===== src/wwdt_defines.svh =====
// Purpose: constants for the windowed watchdog timer
// Assumes: 32-bit register port, byte offsets as printed
// Notes: definitions only
`ifndef WWDT_DEFINES_SVH
`define WWDT_DEFINES_SVH
`define WWDT_OFS_CMD 4'h0
`define WWDT_OFS_SET 4'h4
`define WWDT_OFS_FLAG 4'h8
`define WWDT_KEY 8'hA5
`define WWDT_KEY_HI 31
`define WWDT_KEY_LO 24
`define WWDT_RESTART_BIT 0
`define WWDT_RLD_HI 11
`define WWDT_RLD_LO 0
`define WWDT_FIEN_BIT 12
`define WWDT_RSTEN_BIT 13
`define WWDT_SCOPE_BIT 14
`define WWDT_DIS_BIT 15
`define WWDT_WIN_HI 27
`define WWDT_WIN_LO 16
`define WWDT_DBGH_BIT 28
`define WWDT_IDLEH_BIT 29
`define WWDT_SET_RESET 32'h3FFF2FFF
`define WWDT_UNF_BIT 0
`define WWDT_ERR_BIT 1
`define WWDT_PRESCALE 128
`define WWDT_SLOW_HZ 32768
`define WWDT_SYS_HZ 50000000
`endif


===== src/wwdt_pkg.sv =====
// Purpose: types for the windowed watchdog timer
// Assumes: nothing
// Notes: state type for the slow tick generator
package wwdt_pkg;
  typedef enum logic [1:0] {
    WWDT_TK_IDLE = 2'b00,
    WWDT_TK_RUN = 2'b01,
    WWDT_TK_TICK = 2'b11
  } wwdt_tick_st_t;
endpackage


===== src/wwdt_tick_gen.sv =====
// Purpose: slow clock enable and divide-by-prescale tick
// Assumes: single system clock
// Notes: clear restarts the prescaler only; the slow clock enable runs free
`timescale 1ns/1ns
`include "wwdt_defines.svh"
module wwdt_tick_gen
  import wwdt_pkg::*;
#(
  parameter int SLOW_DIV = `WWDT_SYS_HZ / `WWDT_SLOW_HZ,
  parameter int PRESCALE = `WWDT_PRESCALE
) (
  input wire logic i_sys_clk,
  input wire logic i_rst_n,
  input wire logic i_clear,
  input wire logic i_run,
  output logic o_slow_en,
  output logic o_tick
);
  initial begin
    // both dividers are held in fixed-width counters
    if (SLOW_DIV < 1 || SLOW_DIV > 65536 || PRESCALE < 2 || PRESCALE > 256) begin
      $error("wwdt_tick_gen: bad divider");
    end
  end
  logic [15:0] slow_cnt_reg;
  logic [7:0] pre_cnt_reg;
  wwdt_tick_st_t st_reg;
  // ==========================================
  // slow clock enable, free running so restart spacing is real time
  always_ff @(posedge i_sys_clk or negedge i_rst_n) begin
    if (!i_rst_n) begin
      slow_cnt_reg <= 16'h0000;
    end else if (slow_cnt_reg == 16'(SLOW_DIV - 1)) begin
      slow_cnt_reg <= 16'h0000;
    end else begin
      slow_cnt_reg <= slow_cnt_reg + 16'h0001;
    end
  end
  assign o_slow_en = (slow_cnt_reg == 16'(SLOW_DIV - 1));
  // ==========================================
  // prescaler, reset on restart
  always_ff @(posedge i_sys_clk or negedge i_rst_n) begin
    if (!i_rst_n) begin
      pre_cnt_reg <= 8'h00;
      st_reg <= WWDT_TK_IDLE;
    end else if (i_clear) begin
      pre_cnt_reg <= 8'h00;
      st_reg <= WWDT_TK_IDLE;
    end else begin
      case (st_reg)
        WWDT_TK_IDLE: st_reg <= i_run ? WWDT_TK_RUN : WWDT_TK_IDLE;
        WWDT_TK_RUN: begin
          if (i_run && o_slow_en) begin
            if (pre_cnt_reg == 8'(PRESCALE - 1)) begin
              pre_cnt_reg <= 8'h00;
              st_reg <= WWDT_TK_TICK;
            end else begin
              pre_cnt_reg <= pre_cnt_reg + 8'h01;
            end
          end
        end
        WWDT_TK_TICK: st_reg <= WWDT_TK_RUN;
        default: st_reg <= WWDT_TK_IDLE;
      endcase
    end
  end
  assign o_tick = (st_reg == WWDT_TK_TICK) && i_run;
endmodule


===== src/wwdt_core.sv =====
// Purpose: windowed watchdog timer with key-protected restart
// Assumes: register port strobes one cycle, read data next cycle
// Notes: fault and interrupt are levels held until status read
// How it works
// - a twelve-bit down counter loads from the programmed reload value.
// - the counter steps once per slow clock divided by 128.
// - after reset reload is 0xFFF, counter running, fault reset enabled.
// - processor reset restores register values and restarts counting.
// - an accepted (first) settings write acts as a restart with the new values.
// - only the first settings write is taken until next reset.
// - accepted restart reloads counter and clears the prescaler.
// - command writes without the correct key are ignored.
// - underflow sets its flag and raises fault when reset enabled.
// - restart above the window limit sets error flag and raises fault.
// - window limit at or above reload makes every restart legal.
// - interrupt follows either flag when fault interrupt is enabled.
// - the reset controller turns an enabled fault into a watchdog reset.
// - a reset or flag read clears flags, interrupt and fault line.
// - debug state or idle mode stop counting under their halt bits.
// - the disable bit stops counting.
// - the restart key must be 0xA5, anything else aborts the write.
// - reset scope bit selects all resets or processor reset only.
// - a halt bit at one stops the counter, at zero it runs.
`timescale 1ns/1ns
`include "wwdt_defines.svh"
module wwdt_core
  import wwdt_pkg::*;
#(
  parameter int CNT_W = 12,
  parameter int SLOW_DIV = `WWDT_SYS_HZ / `WWDT_SLOW_HZ,
  parameter int PRESCALE = `WWDT_PRESCALE
) (
  input wire logic i_sys_clk,
  input wire logic i_rst_n,
  input wire logic [3:0] i_addr,
  input wire logic [31:0] i_wdata,
  input wire logic i_wr,
  input wire logic i_rd,
  input wire logic i_dbg_state,
  input wire logic i_idle_mode,
  output logic [31:0] o_rdata,
  output logic o_irq,
  output logic o_fault,
  output logic o_fault_all_resets,
  output logic o_fault_proc_only,
  output logic [CNT_W-1:0] o_count
);
  initial begin
    if (CNT_W != 12) begin
      $error("wwdt_core: counter width must be 12");
    end
  end
  logic [31:0] set_reg;
  logic set_locked_reg;
  logic [CNT_W-1:0] cnt_reg;
  logic unf_reg;
  logic err_reg;
  logic fault_reg;
  logic [31:0] rdata_reg;
  logic tick;
  logic slow_en;
  logic cmd_wr;
  logic set_wr;
  logic flag_rd;
  logic restart_ok;
  logic restart;
  logic window_err;
  logic halted;
  logic [CNT_W-1:0] rld_val;
  logic [CNT_W-1:0] rld_new;
  logic [CNT_W-1:0] win_val;
  logic underflow;
  // ==========================================
  // decode helpers
  function automatic logic hit(input logic [3:0] a, input logic [3:0] ofs);
    hit = (a == ofs);
  endfunction
  assign cmd_wr = i_wr && hit(i_addr, `WWDT_OFS_CMD);
  assign set_wr = i_wr && hit(i_addr, `WWDT_OFS_SET) && !set_locked_reg;
  assign flag_rd = i_rd && hit(i_addr, `WWDT_OFS_FLAG);
  // key gate on the command write
  assign restart_ok = cmd_wr && i_wdata[`WWDT_RESTART_BIT] &&
      (i_wdata[`WWDT_KEY_HI:`WWDT_KEY_LO] == `WWDT_KEY);
  assign rld_val = set_reg[`WWDT_RLD_HI:`WWDT_RLD_LO];
  assign rld_new = i_wdata[`WWDT_RLD_HI:`WWDT_RLD_LO];
  assign win_val = set_reg[`WWDT_WIN_HI:`WWDT_WIN_LO];
  // window check applies even when disabled; wide window never errs
  assign window_err = restart_ok && (cnt_reg > win_val);
  assign restart = restart_ok || set_wr;
  // ==========================================
  // halt conditions
  assign halted = set_reg[`WWDT_DIS_BIT] ||
      (set_reg[`WWDT_DBGH_BIT] && i_dbg_state) ||
      (set_reg[`WWDT_IDLEH_BIT] && i_idle_mode);
  wwdt_tick_gen #(
    .SLOW_DIV(SLOW_DIV),
    .PRESCALE(PRESCALE)
  ) u_tick (
    .i_sys_clk(i_sys_clk),
    .i_rst_n(i_rst_n),
    .i_clear(restart),
    .i_run(!halted),
    .o_slow_en(slow_en),
    .o_tick(tick)
  );
  assign underflow = tick && (cnt_reg == '0) && !restart;
  // ==========================================
  // settings register, write once
  always_ff @(posedge i_sys_clk or negedge i_rst_n) begin
    if (!i_rst_n) begin
      set_reg <= `WWDT_SET_RESET;
      set_locked_reg <= 1'b0;
    end else if (set_wr) begin
      set_reg <= i_wdata;
      set_locked_reg <= 1'b1;
    end
  end
  // ==========================================
  // down counter; reload wins over a tick in the same cycle
  always_ff @(posedge i_sys_clk or negedge i_rst_n) begin
    if (!i_rst_n) begin
      cnt_reg <= CNT_W'(`WWDT_SET_RESET); // reload field of the reset settings
    end else if (set_wr) begin
      cnt_reg <= rld_new;
    end else if (restart_ok) begin
      cnt_reg <= rld_val;
    end else if (tick) begin
      cnt_reg <= (cnt_reg == '0) ? rld_val : cnt_reg - 12'h001;
    end
  end
  // ==========================================
  // sticky flags; a new event beats the clearing read
  always_ff @(posedge i_sys_clk or negedge i_rst_n) begin
    if (!i_rst_n) begin
      unf_reg <= 1'b0;
      err_reg <= 1'b0;
    end else begin
      unf_reg <= underflow || (unf_reg && !flag_rd);
      err_reg <= window_err || (err_reg && !flag_rd);
    end
  end
  // fault line, level until read or reset
  always_ff @(posedge i_sys_clk or negedge i_rst_n) begin
    if (!i_rst_n) begin
      fault_reg <= 1'b0;
    end else begin
      fault_reg <= (underflow && set_reg[`WWDT_RSTEN_BIT]) || window_err ||
          (fault_reg && !flag_rd);
    end
  end
  assign o_fault = fault_reg;
  assign o_fault_all_resets = fault_reg && set_reg[`WWDT_RSTEN_BIT] &&
      !set_reg[`WWDT_SCOPE_BIT];
  assign o_fault_proc_only = fault_reg && set_reg[`WWDT_RSTEN_BIT] &&
      set_reg[`WWDT_SCOPE_BIT];
  assign o_irq = set_reg[`WWDT_FIEN_BIT] && (unf_reg || err_reg);
  assign o_count = cnt_reg;
  // ==========================================
  // read data, one cycle after the strobe and only then
  always_ff @(posedge i_sys_clk or negedge i_rst_n) begin
    if (!i_rst_n) begin
      rdata_reg <= 32'h00000000;
    end else if (i_rd && hit(i_addr, `WWDT_OFS_SET)) begin
      rdata_reg <= set_reg;
    end else if (flag_rd) begin
      rdata_reg <= {30'h00000000, err_reg, unf_reg};
    end else begin
      rdata_reg <= 32'h00000000; // command and unmapped read zero
    end
  end
  assign o_rdata = rdata_reg;
  // ==========================================
  // checks
  // tick spacing helper; halts only stretch the gap, a restart starts over
  logic [31:0] gap_reg;
  logic gap_seen_reg;
  always_ff @(posedge i_sys_clk or negedge i_rst_n) begin
    if (!i_rst_n) begin
      gap_reg <= 32'h00000000;
      gap_seen_reg <= 1'b0;
    end else if (restart) begin
      gap_reg <= 32'h00000000;
      gap_seen_reg <= 1'b0;
    end else if (tick) begin
      gap_reg <= 32'h00000000;
      gap_seen_reg <= 1'b1;
    end else if (gap_reg != 32'hFFFFFFFF) begin
      gap_reg <= gap_reg + 32'h00000001; // saturates so a long halt cannot wrap
    end
  end
  // settings lock
  lock_hold_a: assert property (@(posedge i_sys_clk) disable iff (!i_rst_n)
      set_locked_reg && i_wr && hit(i_addr, `WWDT_OFS_SET) |=> $stable(set_reg))
    else $error("locked settings changed");
  set_once_a: assert property (@(posedge i_sys_clk) disable iff (!i_rst_n)
      set_locked_reg |=> set_locked_reg)
    else $error("settings lock dropped");
  // restart command and key
  bad_key_a: assert property (@(posedge i_sys_clk) disable iff (!i_rst_n)
      cmd_wr && i_wdata[`WWDT_KEY_HI:`WWDT_KEY_LO] != `WWDT_KEY && !set_wr && !tick
      |=> $stable(cnt_reg))
    else $error("bad key moved counter");
  restart_load_a: assert property (@(posedge i_sys_clk) disable iff (!i_rst_n)
      restart_ok |=> cnt_reg == $past(rld_val))
    else $error("restart did not reload");
  restart_tick_a: assert property (@(posedge i_sys_clk) disable iff (!i_rst_n)
      restart |=> !tick)
    else $error("prescaler not cleared");
  set_load_a: assert property (@(posedge i_sys_clk) disable iff (!i_rst_n)
      set_wr |=> cnt_reg == $past(rld_new))
    else $error("settings write did not reload");
  // counting
  count_range_a: assert property (@(posedge i_sys_clk) disable iff (!i_rst_n)
      cnt_reg <= rld_val)
    else $error("counter above reload");
  unf_reload_a: assert property (@(posedge i_sys_clk) disable iff (!i_rst_n)
      underflow |=> cnt_reg == $past(rld_val))
    else $error("underflow did not reload");
  tick_step_a: assert property (@(posedge i_sys_clk) disable iff (!i_rst_n)
      tick && !restart && cnt_reg != '0 |=> cnt_reg == $past(cnt_reg) - 12'h001)
    else $error("tick step wrong");
  tick_gap_a: assert property (@(posedge i_sys_clk) disable iff (!i_rst_n)
      tick && gap_seen_reg |-> gap_reg >= 32'((PRESCALE - 1) * SLOW_DIV))
    else $error("ticks too close");
  halt_hold_a: assert property (@(posedge i_sys_clk) disable iff (!i_rst_n)
      halted && !restart |=> $stable(cnt_reg))
    else $error("halted counter moved");
  dis_hold_a: assert property (@(posedge i_sys_clk) disable iff (!i_rst_n)
      set_reg[`WWDT_DIS_BIT] && !restart |=> $stable(cnt_reg))
    else $error("disabled counter moved");
  // faults and flags
  unf_flag_a: assert property (@(posedge i_sys_clk) disable iff (!i_rst_n)
      underflow |=> unf_reg && (fault_reg == ($past(set_reg[`WWDT_RSTEN_BIT]) ||
      ($past(fault_reg) && !$past(flag_rd)))))
    else $error("underflow not flagged");
  win_err_a: assert property (@(posedge i_sys_clk) disable iff (!i_rst_n)
      restart_ok && cnt_reg > win_val |=> err_reg && fault_reg)
    else $error("window error missed");
  wide_win_a: assert property (@(posedge i_sys_clk) disable iff (!i_rst_n)
      restart_ok && win_val >= rld_val && !unf_reg && !err_reg && !underflow
      |=> !err_reg)
    else $error("wide window erred");
  fault_src_a: assert property (@(posedge i_sys_clk) disable iff (!i_rst_n)
      $rose(fault_reg) |-> $past(window_err) ||
      ($past(underflow) && $past(set_reg[`WWDT_RSTEN_BIT])))
    else $error("fault without cause");
  // interrupt and reset scope
  irq_map_a: assert property (@(posedge i_sys_clk) disable iff (!i_rst_n)
      o_irq == (set_reg[`WWDT_FIEN_BIT] && (unf_reg || err_reg)))
    else $error("interrupt mismatch");
  irq_off_a: assert property (@(posedge i_sys_clk) disable iff (!i_rst_n)
      !set_reg[`WWDT_FIEN_BIT] |-> !o_irq)
    else $error("interrupt while masked");
  scope_all_a: assert property (@(posedge i_sys_clk) disable iff (!i_rst_n)
      o_fault_all_resets |-> o_fault && set_reg[`WWDT_RSTEN_BIT] && !set_reg[`WWDT_SCOPE_BIT])
    else $error("all-resets request wrong");
  scope_proc_a: assert property (@(posedge i_sys_clk) disable iff (!i_rst_n)
      o_fault_proc_only |-> o_fault && set_reg[`WWDT_RSTEN_BIT] && set_reg[`WWDT_SCOPE_BIT])
    else $error("processor-only request wrong");
  // levels stand until the flag read
  fault_level_a: assert property (@(posedge i_sys_clk) disable iff (!i_rst_n)
      fault_reg && !flag_rd |=> fault_reg)
    else $error("fault dropped early");
  unf_level_a: assert property (@(posedge i_sys_clk) disable iff (!i_rst_n)
      unf_reg && !flag_rd |=> unf_reg)
    else $error("underflow flag dropped");
  err_level_a: assert property (@(posedge i_sys_clk) disable iff (!i_rst_n)
      err_reg && !flag_rd |=> err_reg)
    else $error("error flag dropped");
  rd_clear_a: assert property (@(posedge i_sys_clk) disable iff (!i_rst_n)
      flag_rd && !underflow && !window_err |=> !unf_reg && !err_reg && !fault_reg && !o_irq)
    else $error("read did not clear");
  rd_flags_a: assert property (@(posedge i_sys_clk) disable iff (!i_rst_n)
      flag_rd |=> o_rdata == {30'h0, $past(err_reg), $past(unf_reg)})
    else $error("flag read data wrong");
  // main scenarios
  underflow_c: cover property (@(posedge i_sys_clk) disable iff (!i_rst_n) underflow);
  win_err_c: cover property (@(posedge i_sys_clk) disable iff (!i_rst_n) window_err);
  set_wr_c: cover property (@(posedge i_sys_clk) disable iff (!i_rst_n) set_wr);
  rd_clear_c: cover property (@(posedge i_sys_clk) disable iff (!i_rst_n) flag_rd && unf_reg);
  halt_c: cover property (@(posedge i_sys_clk) disable iff (!i_rst_n) halted && i_dbg_state);
endmodule


===== config.mk =====
export PLATFORM = sky130hd
export DESIGN_NAME = wwdt_core
export DESIGN_NICKNAME = d
export VERILOG_FILES = /design/src/wwdt_pkg.sv /design/src/wwdt_tick_gen.sv /design/src/wwdt_core.sv
export VERILOG_INCLUDE_DIRS = /design/src
export SDC_FILE = /design/constraint.sdc
export NUM_CORES = 1
export LEC_CHECK = 0
export ABC_AREA = 1
export BUFFER_PORTS_ARGS = -buffer_cell sky130_fd_sc_hd__clkbuf_2
export CAP_MARGIN = 20
export CORE_MARGIN = 3
export CORE_UTILIZATION = 61
export CTS_CLUSTER_SIZE = 12
export DETAILED_ROUTE_END_ITERATION = 16
export PLACE_DENSITY = 0.83
export SLEW_MARGIN = 20
export SYNTH_ARGS = -nofsm -noshare
export SYNTH_HDL_FRONTEND = slang
export SYNTH_HIERARCHICAL = 1
export SYNTH_SLANG_ARGS = --single-unit

===== constraint.sdc =====
create_clock -name i_sys_clk -period 4.24 [get_ports i_sys_clk]
set_input_delay 0.212 -clock i_sys_clk [delete_from_list [all_inputs] [get_ports i_sys_clk]]
set_output_delay 0.212 -clock i_sys_clk [all_outputs]
set_load 0.005 [all_outputs]

==> metrics.txt <==
number of buffers created by CTS 9; DR DRC count 0; Starting DRT DRC Count 265; category of the critical setup timing path flop to flop; beginning of the worst hold path i_wdata[9]; wire length per cell after detailed routing 13.8 um; initial core utilization between 60 and 70%; capturing element type of the critical path flop; Min-Delay Path Class primary input to flop; largest fanout on the critical path 42; final critical-path setup slack roughly 2 ns; synthesized cell area 5430 um^2; Yosys reg bits 106; leakage dissipation about 3.3 nW; most common cell after layout, fill and taps aside sky130_fd_sc_hd__nand2_1; category of the worst setup path launch point flop; clock sink count between 100 and 150; Post-Synthesis Mean Instance Area 8.06 um^2; Core Footprint roughly 8400 um^2; fillcell total approximately 700; Post-synth ARST share 100%; maximum number of pins on one net before global-route repair 43; number of buffers inserted by port buffering 89; global-route wire length before repair 20.7 mm; arrival time at the worst endpoint 2.53 ns; number of H-tree branching levels 3; number of failing setup endpoints in the final timing report 0; Final Wtd Congestion 0.924; total met3 wirelength after detailed routing roughly 800 um; highest cell delay on the worst timing path slightly below 0.7 ns; number of antenna violations at the first check in global routing 0; Via Count approximately 4500; pre-CTS setup slack 1.96 ns; cell count after placement approximately 850; GR Overflow Total 0; number of nets with antenna violations after routing 0; Final TNS setup 0 ns; total number of placement rows 33; Synthesized Nets about 730; post-route worst hold slack 0.0432 ns; post-layout minimum cycle time 2.23 ns; library cell used as clock root buffer sky130_fd_sc_hd__clkbuf_8; commonest register cell after synthesis sky130_fd_sc_hd__dfrtp_1; Final period util between 50 and 60%; unrepaired setup endpoints after global routing no; IO Pins 90; Pre-Repair DR Iteration Count 5; EDFF count, synth 0; Crit. Startpoint set_locked_reg; maximum frequency from static timing analysis around 450 MHz; highest ir drop seen on vdd 0.198 mV; final instance count without filler cells 871; worst reg2reg startpoint set_locked_reg; clock latency on the worst-skew pair 0.36 ns; Gate Count Post-Synth 674; number of global-route vias before repair 4373; CP Cell Sequence inv_1, nand4_4, inv_2, o21ai_0, nand2_1, nand3_1, nand2_1, inv_1; Synth cell types 38; CTS tree yes; number of max-cap violations 0; routed wire length 12.0 mm; Reg2Reg Capture Point o_count[5]; detailed-route vias per instance 5.20; clock buffer depth 2; post-cts sizing count 0; Worst Max-Slew Pin Slew a little under 0.7 ns; clock skew after layout 0.00912 ns; Worst Reg-to-Reg Cells 8; clock-pin slew reported for the worst setup and hold paths after clock tree synthesis 0.09 ns; wire length on met1 5.61 mm; highest metal layer used by the detailed router met4; sink of the worst hold path set_reg[9]; flop2flop setup slack 2.01 ns; power per unit of standard cell area 279 nW/um^2; global-route total usage across every layer 25.8%; detailed-placement wirelength estimate 8.81 mm; antenna diode count 0; most frequent cells in the layout 157 x sky130_fd_sc_hd__nand2_1, 113 x sky130_fd_sc_hd__nor2_1, 94 x sky130_fd_sc_hd__inv_1, 88 x sky130_fd_sc_hd__clkbuf_2, 67 x sky130_fd_sc_hd__dfrtp_1; final total power 1.72 mW; P&R area growth vs syn 13.3%; buffers and inverters on the worst path 3; Worst slew margin 54.8%; post-synthesis sequential area ratio about half; post-layout net count 820; number of warnings issued by yosys 6; final hold violation count 0; fraction of final layout cells sized beyond drive strength 1 23.5%; die area ~10000 um^2; die height 100 um; data required time at the worst endpoint 4.54 ns; max-slew violation count 0; cell count of the worst hold path 3; Max stage delay cell, worst path sky130_fd_sc_hd__inv_2; outcome finished clean; floorplan die width 100 um; routed length on met2 5.47 mm; dominant delay contributor by cell family on the critical path buffers and inverters
[synthesized netlist by cell type, types with 2 or more instances]
cell type                    n  area (um^2)
sky130_fd_sc_hd__a21oi_1    17         85.1
sky130_fd_sc_hd__a21oi_2     4         35.0
sky130_fd_sc_hd__buf_2       8         40.0
sky130_fd_sc_hd__buf_6       2         22.5
sky130_fd_sc_hd__clkbuf_1    5         18.8
sky130_fd_sc_hd__dfrtp_1    67         1680
sky130_fd_sc_hd__dfstp_2    39         1020
sky130_fd_sc_hd__ha_1       17          213
sky130_fd_sc_hd__inv_1      94          353
sky130_fd_sc_hd__inv_2       4         15.0
sky130_fd_sc_hd__nand2_1   158          593
sky130_fd_sc_hd__nand2_2     5         31.3
sky130_fd_sc_hd__nand3_1    44          220
sky130_fd_sc_hd__nand3_2     4         40.0
sky130_fd_sc_hd__nand3b_1    2         15.0
sky130_fd_sc_hd__nand4_1     9         56.3
sky130_fd_sc_hd__nor2_1    113          424
sky130_fd_sc_hd__nor2_2      7         43.8
sky130_fd_sc_hd__nor2_4      4         45.0
sky130_fd_sc_hd__nor3_1     10         50.1
sky130_fd_sc_hd__nor3_2      2         20.0
sky130_fd_sc_hd__nor3b_1     2         15.0
sky130_fd_sc_hd__o21ai_0    27          135
sky130_fd_sc_hd__o21bai_1    5         37.5
sky130_fd_sc_hd__o22ai_1     2         12.5
sky130_fd_sc_hd__xnor2_1     3         26.3
sky130_fd_sc_hd__xor2_1      9         78.8
[worst max path at each step]
stage | end | slack (ns) | cells past startpoint
after floorplan | u_tick/pre_cnt_reg[0] | 2.65 | 11
final | o_count[5] | 2.01 | 8
after CTS | o_count[5] | 2.00 | 8
after detailed placement | o_count[5] | 1.96 | 9
after global placement | o_count[5] | 2.03 | 9
after global routing | o_count[5] | 1.73 | 8
[worst min-delay path: cells and delay by family]
kind                   cells  cell delay, ns
and+or+nand+nor            2            0.12
buffers and inverters      1            0.08
[cell families (layout without fill, tap and decap cells)]
group	count (synthesis)	count (layout)	synth area share [%]
DFF	106	106	49.7
adders and majority gates	17	17	3.92
buffers and inverters	114	206	8.41
xor gates and xnor gates	12	12	1.94
and+or+nand+nor	364	364	29.6
AOI/OAI and AO/OA	61	61	6.45
[through the flow]
step,utilization (%),cell area (um^2)
floorplan,-,5430
global placement,70.5,5940
detailed placement,70.5,5940
CTS,73.1,6160
global route,73.1,6160
finish,73.1,6160
[timing repair]
item,4_1_cts,5_1_grt
hold buffers,1,0
setup buffers,0,0
setup endpoints to repair,0,0
endpoints found under the hold margin,27,0
[metal layers]
metal  up-vias  GRT usage (%)
met5         -              0
met4         0           6.42
met3        13           5.35
met2       148           39.9
met1      2100           37.4
li1       2270              -
[cell type report]
cell class                      count  area, um^2  share of cell area, %
Sequential cell                   106        2700                   43.9
Multi-Input combinational cell    454        2280                   37.0
Timing Repair Buffer               92         473                   7.68
Inverter                           98         368                   5.98
Clock buffer                       13         159                   2.58
Tap cell                          105         131                   2.13
Clock inverter                      3        47.5                  0.772
[report_power, final]
group / switching, mW / internal (mW) / leakage (nW) / total [mW]
logic: 0.0449 / 0.0247 / 1.95 / 0.0696
registers: 0.00186 / 1.02 / 1.29 / 1.02
clock network: 0.323 / 0.308 / 0.104 / 0.632
total: 0.370 / 1.35 / 3.34 / 1.72
Note: power is estimated with default switching activity, not from simulation.
